===== src/pkg/pid_pkg.sv =====
// Package: command codes, identification constants, fault field layout and carriers
package pid_pkg;

    // ------------------------------------------------------------------
    // Command codes
    // ------------------------------------------------------------------
    localparam logic [7:0] PID_CMD_SIM_FAULT = 8'hF1;
    localparam logic [7:0] PID_CMD_ID_WORD   = 8'hFC;
    localparam logic [7:0] PID_CMD_ID_BLOCK  = 8'hFD;

    // ------------------------------------------------------------------
    // Identification sizes
    // ------------------------------------------------------------------
    localparam int unsigned PID_WORD_BYTES  = 2;
    localparam int unsigned PID_BLOCK_BYTES = 6;
    localparam logic [7:0]  PID_BLOCK_COUNT = 8'h06;

    // ------------------------------------------------------------------
    // Fault simulation field positions
    // ------------------------------------------------------------------
    localparam int unsigned PID_BIT_FAULT_PERSIST = 15;
    localparam int unsigned PID_BIT_SIM_OT        = 14;
    localparam int unsigned PID_BIT_SIM_IOUT_OC   = 12;
    localparam int unsigned PID_BIT_SIM_UVLO      = 11;
    localparam int unsigned PID_BIT_SIM_VIN_OV    = 10;
    localparam int unsigned PID_BIT_SIM_VOUT_UV   = 9;
    localparam int unsigned PID_BIT_SIM_VOUT_OV   = 8;
    localparam int unsigned PID_BIT_WARN_PERSIST  = 7;
    localparam logic [15:0] PID_SIM_RESET         = 16'h0000;
    // Bits that may force a comparator while conversion is off
    localparam logic [15:0] PID_OFF_ALLOWED_MASK  = 16'h0900;
    // Fault and warning request bits (persistence and reserved bits excluded)
    localparam logic [15:0] PID_FAULT_MASK        = 16'h5F00;
    localparam logic [15:0] PID_WARN_MASK         = 16'h001B;

    // ------------------------------------------------------------------
    // Carriers
    // ------------------------------------------------------------------
    typedef struct packed {
        logic       valid;
        logic       is_write;
        logic       is_block;
        logic [7:0] code;
    } pid_cmd_s;

    typedef struct packed {
        logic       valid;
        logic       last;
        logic [7:0] data;
    } pid_byte_s;

endpackage : pid_pkg


===== src/hdl/pid_id_rom.sv =====
// Identification byte store with registered read data
`timescale 1ns/1ns
module pid_id_rom
    import pid_pkg::*;
#(
    parameter logic [15:0] ID_WORD  = 16'h1234, // Arbitrary neutral identity
    parameter logic [47:0] ID_BLOCK = 48'hA1B2C3D4E5F6 // Arbitrary neutral identity
) (
    input  wire logic       clk_i,
    input  wire logic       resetn_i,
    input  wire logic       sel_block_i,
    input  wire logic [2:0] index_i,
    output logic [7:0]      data_o
);

    // ------------------------------------------------------------------
    // Byte select
    // ------------------------------------------------------------------
    // Word low byte first; block count then bits 47:40 first
    logic [7:0] word_byte;
    logic [7:0] block_byte;
    assign word_byte  = (index_i == 3'h0) ? ID_WORD[7:0] : ID_WORD[15:8];
    assign block_byte = (index_i == 3'h0) ? PID_BLOCK_COUNT
                      : ID_BLOCK[8*(PID_BLOCK_BYTES-index_i) +: 8];

    // Registered read; constants cannot be altered by any write
    always_ff @(posedge clk_i) begin
        if (!resetn_i) begin
            data_o <= 8'h00;
        end else begin
            data_o <= sel_block_i ? block_byte : word_byte;
        end
    end

endmodule : pid_id_rom


===== src/hdl/pid_fault_gate.sv =====
// Gating of simulated faults by conversion enable
`timescale 1ns/1ns
module pid_fault_gate
    import pid_pkg::*;
(
    input  wire logic [15:0] sim_i,
    input  wire logic        conv_en_i,
    output logic [15:0]      force_o
);

    // ------------------------------------------------------------------
    // Gate
    // ------------------------------------------------------------------
    // Only uvlo and output overvoltage pass while conversion is off
    logic [15:0] req;
    assign req     = sim_i & (PID_FAULT_MASK | PID_WARN_MASK);
    assign force_o = conv_en_i ? req
                               : (req & PID_OFF_ALLOWED_MASK);

endmodule : pid_fault_gate


===== src/hdl/pid_top.sv =====
// Platform identification commands and simulated fault control
// Notes on behaviour
// - Uvlo and output overvoltage may force when off
// - Other simulated faults only act when enabled
// - Persistence keeps re-applying gated faults
// - Read Word FCh returns fixed 16-bit identity
// - Block Read FDh returns the count byte, then fixed six bytes
// - Write Word FCh acknowledged, nothing stored
// - Block Write FDh acknowledged, nothing stored
// - Readback after writes unchanged
// - Identity writes set no comm status bits
// - Persist 0 clears after response; 1 holds
`timescale 1ns/1ns
module pid_top
    import pid_pkg::*;
#(
    parameter logic [15:0] ID_WORD  = 16'h1234,       // Arbitrary neutral identity
    parameter logic [47:0] ID_BLOCK = 48'hA1B2C3D4E5F6 // Arbitrary neutral identity
) (
    input  wire logic        clk_i,
    input  wire logic        resetn_i,
    input  wire pid_cmd_s    cmd_i,          // Command start, one cycle
    input  wire logic [15:0] wr_word_i,      // Write Word data with cmd_i
    input  wire logic        wr_byte_i,      // Block write data byte strobe
    input  wire logic        rd_next_i,      // Host takes current read byte
    input  wire logic        conv_en_i,      // Power conversion enabled
    input  wire logic        fault_resp_i,   // One fault response completed
    output pid_byte_s        rd_o,           // Read byte stream
    output logic             ack_o,          // Command accepted
    output logic             nack_o,         // Unsupported command
    output logic             cml_err_o,      // Communication status event
    output logic [15:0]      sim_reg_o,      // Stored fault simulation word
    output logic [15:0]      force_o         // Comparator force lines
);

    // ------------------------------------------------------------------
    // Decode
    // ------------------------------------------------------------------
    // Identity code test
    function automatic logic is_id(input logic [7:0] code);
        is_id = (code == PID_CMD_ID_WORD) || (code == PID_CMD_ID_BLOCK);
    endfunction : is_id

    // Only the identity block travels framed as a block; a word command
    // framed as a block, or the reverse, is a protocol error, not a hit
    function automatic logic fmt_ok(input pid_cmd_s c);
        fmt_ok = (c.is_block == (c.code == PID_CMD_ID_BLOCK));
    endfunction : fmt_ok

    // Byte of a 16-bit word in transfer order, low byte first
    function automatic logic [7:0] word_lane(input logic [15:0] w, input logic [2:0] i);
        word_lane = (i == 3'h0) ? w[7:0] : w[15:8];
    endfunction : word_lane

    logic hit_id;
    logic hit_sim;
    logic fmt_good;
    logic known;
    logic blk_cmd;
    logic sim_cmd;
    // Named decode terms keep the sequencer and the answers in step
    assign fmt_good = fmt_ok(cmd_i);
    assign hit_id   = cmd_i.valid && is_id(cmd_i.code) && fmt_good;
    assign hit_sim  = cmd_i.valid && (cmd_i.code == PID_CMD_SIM_FAULT) && fmt_good;
    assign known    = hit_id || hit_sim;
    assign blk_cmd  = cmd_i.code == PID_CMD_ID_BLOCK;
    assign sim_cmd  = cmd_i.code == PID_CMD_SIM_FAULT;

    // ------------------------------------------------------------------
    // Read sequencer
    // ------------------------------------------------------------------
    typedef enum logic [1:0] {
        PID_IDLE = 2'b00,
        PID_LOAD = 2'b01,
        PID_SEND = 2'b11
    } pid_state_e;

    pid_state_e state_reg;
    pid_state_e state_next;
    logic       blk_reg;
    logic       blk_next;
    logic [2:0] idx_reg;
    logic [2:0] idx_next;
    logic [2:0] last_idx;
    logic [7:0] rom_data;
    logic       start_rd;
    logic       src_reg;
    logic       src_next;
    logic       rd_step;
    logic       rd_final;
    logic [7:0] sim_byte_reg;
    logic [7:0] rd_byte;
    // Word: 2 bytes; block: count byte plus 6 bytes
    assign last_idx = blk_reg ? 3'(PID_BLOCK_BYTES) : 3'(PID_WORD_BYTES - 1);
    // The fault simulation word reads back like any other Read Word,
    // so a host never waits on an acknowledged read that sends nothing
    assign start_rd = (hit_id || hit_sim) && !cmd_i.is_write;
    // Host took the byte on show; the last one ends the stream
    assign rd_step  = (state_reg == PID_SEND) && rd_next_i;
    assign rd_final = (idx_reg == last_idx);

    // The three-bit byte index must reach the last block byte
    if (PID_BLOCK_BYTES >= (1 << $bits(idx_reg))) begin : g_bad_block_len
        $error("identity block too long for the byte index");
    end

    // Next state; a new read command restarts the stream, except in PID_LOAD where it is dropped
    always_comb begin
        state_next = state_reg;
        blk_next   = blk_reg;
        src_next   = src_reg;
        idx_next   = idx_reg;
        case (state_reg)
            PID_IDLE: begin
                if (start_rd) begin
                    state_next = PID_LOAD;
                    blk_next   = blk_cmd;
                    src_next   = sim_cmd;
                    idx_next   = 3'h0;
                end
            end
            PID_LOAD: begin
                // One cycle for the registered byte sources to answer
                state_next = PID_SEND;
            end
            PID_SEND: begin
                if (start_rd) begin
                    state_next = PID_LOAD;
                    blk_next   = blk_cmd;
                    src_next   = sim_cmd;
                    idx_next   = 3'h0;
                end else if (rd_step && rd_final) begin
                    state_next = PID_IDLE;
                end else if (rd_step) begin
                    state_next = PID_LOAD;
                    idx_next   = idx_reg + 3'h1;
                end
            end
            default: begin
                state_next = PID_IDLE;
            end
        endcase
    end

    // Sequencer registers
    always_ff @(posedge clk_i) begin
        if (!resetn_i) begin
            state_reg <= PID_IDLE;
            blk_reg   <= 1'b0;
            src_reg   <= 1'b0;
            idx_reg   <= 3'h0;
        end else begin
            state_reg <= state_next;
            blk_reg   <= blk_next;
            src_reg   <= src_next;
            idx_reg   <= idx_next;
        end
    end

    // Constant identity store, byte addressed
    pid_id_rom #(
        .ID_WORD  (ID_WORD),
        .ID_BLOCK (ID_BLOCK)
    ) u_rom (
        .clk_i       (clk_i),
        .resetn_i    (resetn_i),
        .sel_block_i (blk_next),
        .index_i     (idx_next),
        .data_o      (rom_data)
    );

    // Read byte presented once the store has answered
    assign rd_o.valid = (state_reg == PID_SEND);
    assign rd_o.last  = (state_reg == PID_SEND) && (idx_reg == last_idx);
    // Source select: identity store or the fault simulation word
    assign rd_byte    = src_reg ? sim_byte_reg : rom_data;
    assign rd_o.data  = (state_reg == PID_SEND) ? rd_byte : 8'h00;

    // ------------------------------------------------------------------
    // Answers and status
    // ------------------------------------------------------------------
    // Identity writes and block data bytes are taken and dropped; the
    // block write strobe needs no state since nothing is ever kept
    logic ack_reg;
    logic nack_reg;
    logic ack_set;
    logic nack_set;
    // Identity writes end here: acknowledged, with no store behind them
    assign ack_set  = known || wr_byte_i;
    // Unknown codes and wrongly framed transfers are refused
    assign nack_set = cmd_i.valid && !known;

    // Answer pulses, one cycle each
    always_ff @(posedge clk_i) begin
        if (!resetn_i) begin
            ack_reg  <= 1'b0;
            nack_reg <= 1'b0;
        end else begin
            ack_reg  <= ack_set;
            nack_reg <= nack_set;
        end
    end
    assign ack_o  = ack_reg;
    assign nack_o = nack_reg;
    // Only refused commands raise status, wrongly framed ones included; identity writes never do
    assign cml_err_o = nack_reg;

    // ------------------------------------------------------------------
    // Fault simulation word
    // ------------------------------------------------------------------
    logic [15:0] sim_reg;
    logic [15:0] sim_next;
    logic [15:0] auto_clr;
    logic        sim_wr;
    assign sim_wr = hit_sim && cmd_i.is_write;
    // Non-persistent groups drop after one response, with conversion on or off
    assign auto_clr = (sim_reg[PID_BIT_FAULT_PERSIST] ? 16'h0000 : PID_FAULT_MASK)
                    | (sim_reg[PID_BIT_WARN_PERSIST]  ? 16'h0000 : PID_WARN_MASK);
    // A fresh write wins over the automatic removal
    assign sim_next = sim_wr ? wr_word_i
                    : (fault_resp_i ? (sim_reg & ~auto_clr) : sim_reg);

    always_ff @(posedge clk_i) begin
        if (!resetn_i) begin
            sim_reg <= PID_SIM_RESET;
        end else begin
            sim_reg <= sim_next;
        end
    end
    assign sim_reg_o = sim_reg;

    // Fault simulation read byte, registered on the same edges as the
    // identity store so both sources reach the read path equally late
    always_ff @(posedge clk_i) begin
        if (!resetn_i) begin
            sim_byte_reg <= 8'h00;
        end else begin
            sim_byte_reg <= word_lane(sim_reg, idx_next);
        end
    end

    // Persistent faults stay asserted, so the gate re-applies them after
    // each restart while conversion is enabled
    pid_fault_gate u_gate (
        .sim_i     (sim_reg),
        .conv_en_i (conv_en_i),
        .force_o   (force_o)
    );

endmodule : pid_top


===== config.mk =====
export PLATFORM = sky130hd
export DESIGN_NAME = pid_top
export DESIGN_NICKNAME = d
export VERILOG_FILES = /design/src/pkg/pid_pkg.sv /design/src/hdl/pid_id_rom.sv /design/src/hdl/pid_fault_gate.sv /design/src/hdl/pid_top.sv
export SDC_FILE = /design/constraint.sdc
export NUM_CORES = 1
export LEC_CHECK = 0
export BUFFER_PORTS_ARGS = -buffer_cell sky130_fd_sc_hd__clkbuf_2
export CAP_MARGIN = 20
export CORE_AREA = 2 2 68 70
export CTS_CLUSTER_DIAMETER = 80
export DETAILED_ROUTE_END_ITERATION = 10
export DIE_AREA = 0 0 70 72
export GPL_ROUTABILITY_DRIVEN = 0
export HOLD_SLACK_MARGIN = 0.06
export PLACE_DENSITY = 0.83
export SLEW_MARGIN = 20
export SYNTH_ARGS = -nofsm -noshare
export SYNTH_HDL_FRONTEND = slang
export SYNTH_SLANG_ARGS = --single-unit

===== constraint.sdc =====
create_clock -name clk_i -period 4.85 [get_ports clk_i]
set_input_delay 0.485 -clock clk_i [delete_from_list [all_inputs] [get_ports clk_i]]
set_output_delay 0.485 -clock clk_i [all_outputs]
set_load 0.02 [all_outputs]

## Word level (Yosys, flattened, before mapping)

Cells that the tools add are included.

| word-level totals | value |
|---|---|
| register bits after elaboration | 41 |
| output and inout port bits | 45 |
| memories | 0 |
| latch bits | 0 |
| memory bits (writable) | 0 |
| input bits | 33 |
| memory bits (read-only) | 0 |

| cells by class | value |
|---|---|
| add/sub/neg operators | 2 |
| equal/unequal tests | 9 |
| multipliers | 0 |
| shift-type cells | 1 |
| $lt $le $gt $ge | 0 |
| divide/modulo/power cells | 0 |
| reductions and logical operators | 21 |
| bitwise logic cells | 3 |
| multiplexer cells | 24 |

Operators by type and width:

| kind | count |
|---|---|
| $shiftx A48 B33 Y8 const A | 1 |
| $mux W8 | 5 |
| $mux W16 | 2 |
| $mux W15 | 2 |
| $eq A8 B8 Y1 const B | 3 |
| $and A16 B16 Y16 | 1 |
| $not A15 Y16 | 1 |
| $mux W3 | 5 |
| $or A15 B5 Y15 | 1 |
| $logic_and A1 B1 Y1 | 10 |
| $mux W2 | 4 |
| $mux W6 | 1 |
| $pmux W2 S3 | 1 |
| $pmux W3 S2 | 1 |
| $mux W5 | 1 |
| $ne A4 B1 Y1 const B | 1 |
| $reduce_and A2 Y1 | 2 |
| $sub A3 B3 Y4 const A | 1 |
| $add A3 B1 Y3 const B | 1 |
| $eq A3 B3 Y1 | 1 |
| $logic_not A3 Y1 | 1 |
| $logic_or A1 B1 Y1 | 3 |
| $eq A2 B1 Y1 const B | 1 |
| $eq A2 B2 Y1 const B | 1 |
| 7 further kinds | 9 |

## Logic depth before layout (Yosys ltp)

| depth | value |
|---|---|
| depth after elaboration | 12 |
| gate-level depth with buffers | 13 |

## Cells and area by module

A second synthesis with hierarchy kept.

| second synthesis, totals | value |
|---|---|
| cells, all modules | 265 |
| area, all modules | 2267.2 um2 |

By module, submodules not included:

| module | seq. area each (um2) | instances | cells each | area each (um2) |
|---|---|---|---|---|
| pid_top | 660.6 | 1 | 203 | 1742.9 |
| pid_id_rom | 140.1 | 1 | 45 | 410.4 |
| pid_fault_gate | 0.0 | 1 | 17 | 113.9 |

## Least setup slack after synthesis

No wires, ideal clock.

| path | value |
|---|---|
| path kind | input to register |
| from | in cmd_i[3] (netlist name) |
| to | reg u_rom.data_o[5] |
| slack | 2.102 ns |
| stages | 10 |
| required time | 4.715 ns |
| buffers on the path | 2 |
| arrival time | 2.613 ns |
| path through | or4b_4 -> nand3_2 -> nand2_1 -> a311oi_4 -> ha_1 -> buf_1 -> o21ai_2 -> buf_2 -> o31ai_1 -> o32ai_1 |

| on the way | value |
|---|---|
| word-level cells in the longest chain between the ends | 12 |

Ends and longest elaborated chain:

| what | RTL line | RTL |
|---|---|---|
| from (decl) | pid_top.sv:22 | `input wire pid_cmd_s cmd_i,` |
| $eq A8 B8 Y1 (on tied branches) | pid_top.sv:41, pid_top.sv:47, pid_top.sv:66 |  |
| $logic_or A1 B1 Y1 | pid_top.sv:41 | `is_id = (code == PID_CMD_ID_WORD) \|\| (code == PID_CMD_ID_BLOCK);` |
| $logic_and A1 B1 Y1 (2 in a row) | pid_top.sv:63 | `assign hit_id = cmd_i.valid && is_id(cmd_i.code) && fmt_good;` |
| $logic_or A1 B1 Y1 | pid_top.sv:97 | `assign start_rd = (hit_id \|\| hit_sim) && !cmd_i.is_write;` |
| $logic_and A1 B1 Y1 | pid_top.sv:97 |  |
| $mux W3 (on tied branches) | pid_top.sv:127, pid_top.sv:115 |  |
| $pmux W3 S2 | pid_top.sv:113 | `case (state_reg)` |
| $sub A3 B3 Y4 | pid_id_rom.sv:24 | `: ID_BLOCK[8*(PID_BLOCK_BYTES-index_i) +: 8];` |
| $shiftx A48 B33 Y8 | pid_id_rom.sv:24 |  |
| $mux W8 | pid_id_rom.sv:23 | `assign block_byte = (index_i == 3'h0) ? PID_BLOCK_COUNT` |
| $mux W8 (*) | pid_id_rom.sv:31 | `data_o <= sel_block_i ? block_byte : word_byte;` |
| to (signal assigned) | pid_id_rom.sv:31 |  |
| to (decl) | pid_id_rom.sv:13 | `output logic [7:0] data_o` |

Every way passes the cells marked *; elsewhere a longest branch is shown, timed or not.
A chain may end at the register's enable or synchronous reset.

## Final worst setup path

| path | value |
|---|---|
| from | reg state_reg[0] |
| to | reg u_rom.data_o[1] |

| on the way | value |
|---|---|
| word-level cells in the longest chain between the ends | 10 |

Ends and longest elaborated chain:

| what | RTL line | RTL |
|---|---|---|
| from (decl) | pid_top.sv:78 | `pid_state_e state_reg;` |
| from (signal assigned) | pid_top.sv:153 | `state_reg <= state_next;` |
| $eq A2 B2 Y1 | pid_top.sv:99, pid_top.sv:113 |  |
| $logic_and A1 B1 Y1 | pid_top.sv:99 | `assign rd_step = (state_reg == PID_SEND) && rd_next_i;` |
| $mux W3 / $logic_and A1 B1 Y1 (equally long branches) | pid_top.sv:134, pid_top.sv:132 |  |
| $mux W3 | pid_top.sv:132 | `end else if (rd_step && rd_final) begin` |
| $mux W3 | pid_top.sv:127 | `if (start_rd) begin` |
| $pmux W3 S2 | pid_top.sv:113 |  |
| $sub A3 B3 Y4 | pid_id_rom.sv:24 |  |
| $shiftx A48 B33 Y8 | pid_id_rom.sv:24 |  |
| $mux W8 | pid_id_rom.sv:23 |  |
| $mux W8 (*) | pid_id_rom.sv:31 |  |

Marked as above.

==> results.cfg <==
[run_status]
status = complete, no violations

[yosys]
synth_seq_cells = 40
synthFlopType = dfxtp_1
ys.warnings.count = 0
async_flop_share_pct = 0
syn_area_um2 = 2255
yosys.area.top_type_share_pct = 35.52
synth_seq_area_share_pct = 35.52
synth_top_family_by_area = simple AND/OR/NAND/NOR gates
synth-simple-area-share_pct = 31.24
syn_area_per_cell_um2 = 8.024
synth_top_area_cell = dfxtp_1
synth_mux_area_share_pct = 3.996
synth_compound_area_share_pct = 18.42
netlist_top_cells_area = dfxtp_1 (36%), a21oi_1 (7.1%), nand2_1 (6.8%)
synth_xor_area_share_pct = 0
synthAdderAreaFrac_pct = 3.330
synth_cell_types = 57
netlist_instances = 281
synth_edf_count = 0

[setup_path]
crit_path_max_incr_delay_ns = 0.41
cp_cell_sequence = inv_1, ha_1, and2b_1, nand4b_1, a32o_2, ha_1, o21ai_2, nand3_1, o31a_1
crit_slowest_cell = ha_1
cp-start-kind = register
path_class = reg2reg
regToRegStartpoint = state_reg[0]
crit_start = state_reg[0]
crit_required_ns = 5.04
crit_fanout = 14
endpoint_kind = register
critical_path_arrival_ns = 3.05
crit_path_frequent_cell = ha_1

[route]
antenna_left = 0
via_count = 2182
viasPerCell = 5.566
routed_wl_um = 5207
dr.max_layer_used = met4
drc = 0
firstDrtPassIters = 4
wl_met3_um = 332
routedWlPerCell_um = 13.28
met1_length_um = 2236
dr.first_iter.drc_count = 91
detailroute.wirelength.met2_um = 2567

[clock_tree]
post-cts-setup-buffers = 0
clk_latency_ns = 0.30
htreeDepth = 2
numCtsBuffers = 5
cts-resized-gates = 0
tritoncts = yes
root_buffer = clkbuf_8
cts_sinks = 40
clkSlewWorstSetupHoldPaths_ns = 0.07
cts_max_path_buffers = 2
ctsHoldBuffers = 0

[timing]
setup_viol = 0
tns_ns = 0
rsz0062_at_grt = no
period_share_pct = 58.96
fin_ws_ns = 1.990
finClkSkew_ns = 0.005016
finalMaxSlewViolations = 0
slew_headroom_pct = 34.64
min_period_ns = 2.860
hold_viol = 0
whs_ns = 0.3893
worst_pin_slew_ns = 0.9793
max_freq_ghz = 0.3497

[pwr]
powerDensity_nw_per_um2 = 265.2
ir_worst_vdd_uv = 185.8
p_leak_nw = 1.124

[finish]
final_cell_mix = clkbuf_2 (71), nand2_1 (41), dfxtp_1 (40)
drive_gt1_share_pct = 27.65
fin_nets = 378
stdcell_count = 392
antennaDiodeCount = 0
final_util_pct = 62.76
final_common_cell = clkbuf_2
syn_to_final_growth_pct = 18.70
largest_reg_flops = 16
fillers = 377

[place]
pre_cts_slack_ns = 1.808
port_buffers = 71
dp_hpwl_um = 3952
place_inst = 384

[grt]
grt_max_degree = 33
grt_pass1_wl_um = 8742
antenna_found_initial = 0
overflow = 0
grt_usage_pct = 21.50
grt_pass1_vias = 1956

[floorplanning]
design.die.area_um2 = 5040
die_h_um = 72
initial_utilization_pct = 52.88
rows = 24
core_area_um2 = 4264
die_width_um = 70
ioPinCount = 78

[min_path]
hold_start = wr_byte_i
worstHoldPathType = in2reg

[flow_run]
max_cap_violations = 0
[critical path, delay by kind of cell, from the launching register on]
kind	cells	cell delay (ns)
flops	1	0.38
fa+ha+maj	2	0.76
compound gates	3	0.86
buf+inv	1	0.07
simple gates	3	0.67
[cells by family after synthesis]
family,count (synthesis)
compound gates,61
flops,40
fa+ha+maj,6
mux,9
buf+inv,32
other cells,1
simple gates,132
[routing by layer]
| layer | up-vias | global-route usage (%) |
|---|---|---|
| li1 | 1089 | - |
| met4 | 0 | 6.624 |
| met3 | 8 | 4.306 |
| met2 | 76 | 36.51 |
| met1 | 1009 | 27.82 |
| met5 | - | 0 |
[area by class of cell]
| type | count | area (µm²) | area share [%] |
|---|---|---|---|
| multi-input cells | 214 | 1308 | 48.85 |
| repair buffers | 71 | 355.3 | 13.28 |
| clock buffers | 6 | 82.58 | 3.086 |
| inverters | 7 | 26.28 | 0.9818 |
| well taps | 52 | 65.06 | 2.431 |
| flip-flops and latches | 40 | 800.8 | 29.92 |
| clock inverters | 2 | 38.79 | 1.449 |
[synth_stat cells (2+ instances only)]
cell type	count
a21oi_1	32
nand2_1	41
clkbuf_1	11
and2_1	11
a2bb2oi_1	2
nor2b_1	3
o21a_1	5
nand2b_1	5
nor3_1	6
o211ai_1	3
nand4_1	3
o311ai_1	2
buf_4	9
and3_1	2
ha_1	6
inv_1	6
nand4b_1	2
nand3_1	25
mux2i_1	9
nor2_1	18
buf_2	3
o21ai_1	2
nor3_2	2
dfxtp_1	40
[per-stage QoR]
step	cell area (µm²)	power, mW
after floorplan	2273	0.4045
final	2676	0.7097
after global placement	2555	0.4262
after detailed placement	2555	0.4298
after global routing	2676	0.7409
after CTS	2676	0.7118
[final timing paths]
path	slack, ns	depth (start not counted)	to
min	0.39	3	ack_o
max	1.99	9	u_rom.data_o[1]
max reg2reg	1.99	9	u_rom.data_o[1]
min reg2reg	0.49	2	sim_reg_o[5]
[report_power, final]
part	internal, mW	switching (mW)	total [mW]
clock network	0.168	0.120	0.288
registers	0.334	0.00437	0.338
logic	0.0332	0.0504	0.0837
total	0.535	0.174	0.710
No activity file was read; power rests on OpenSTA's default activity.
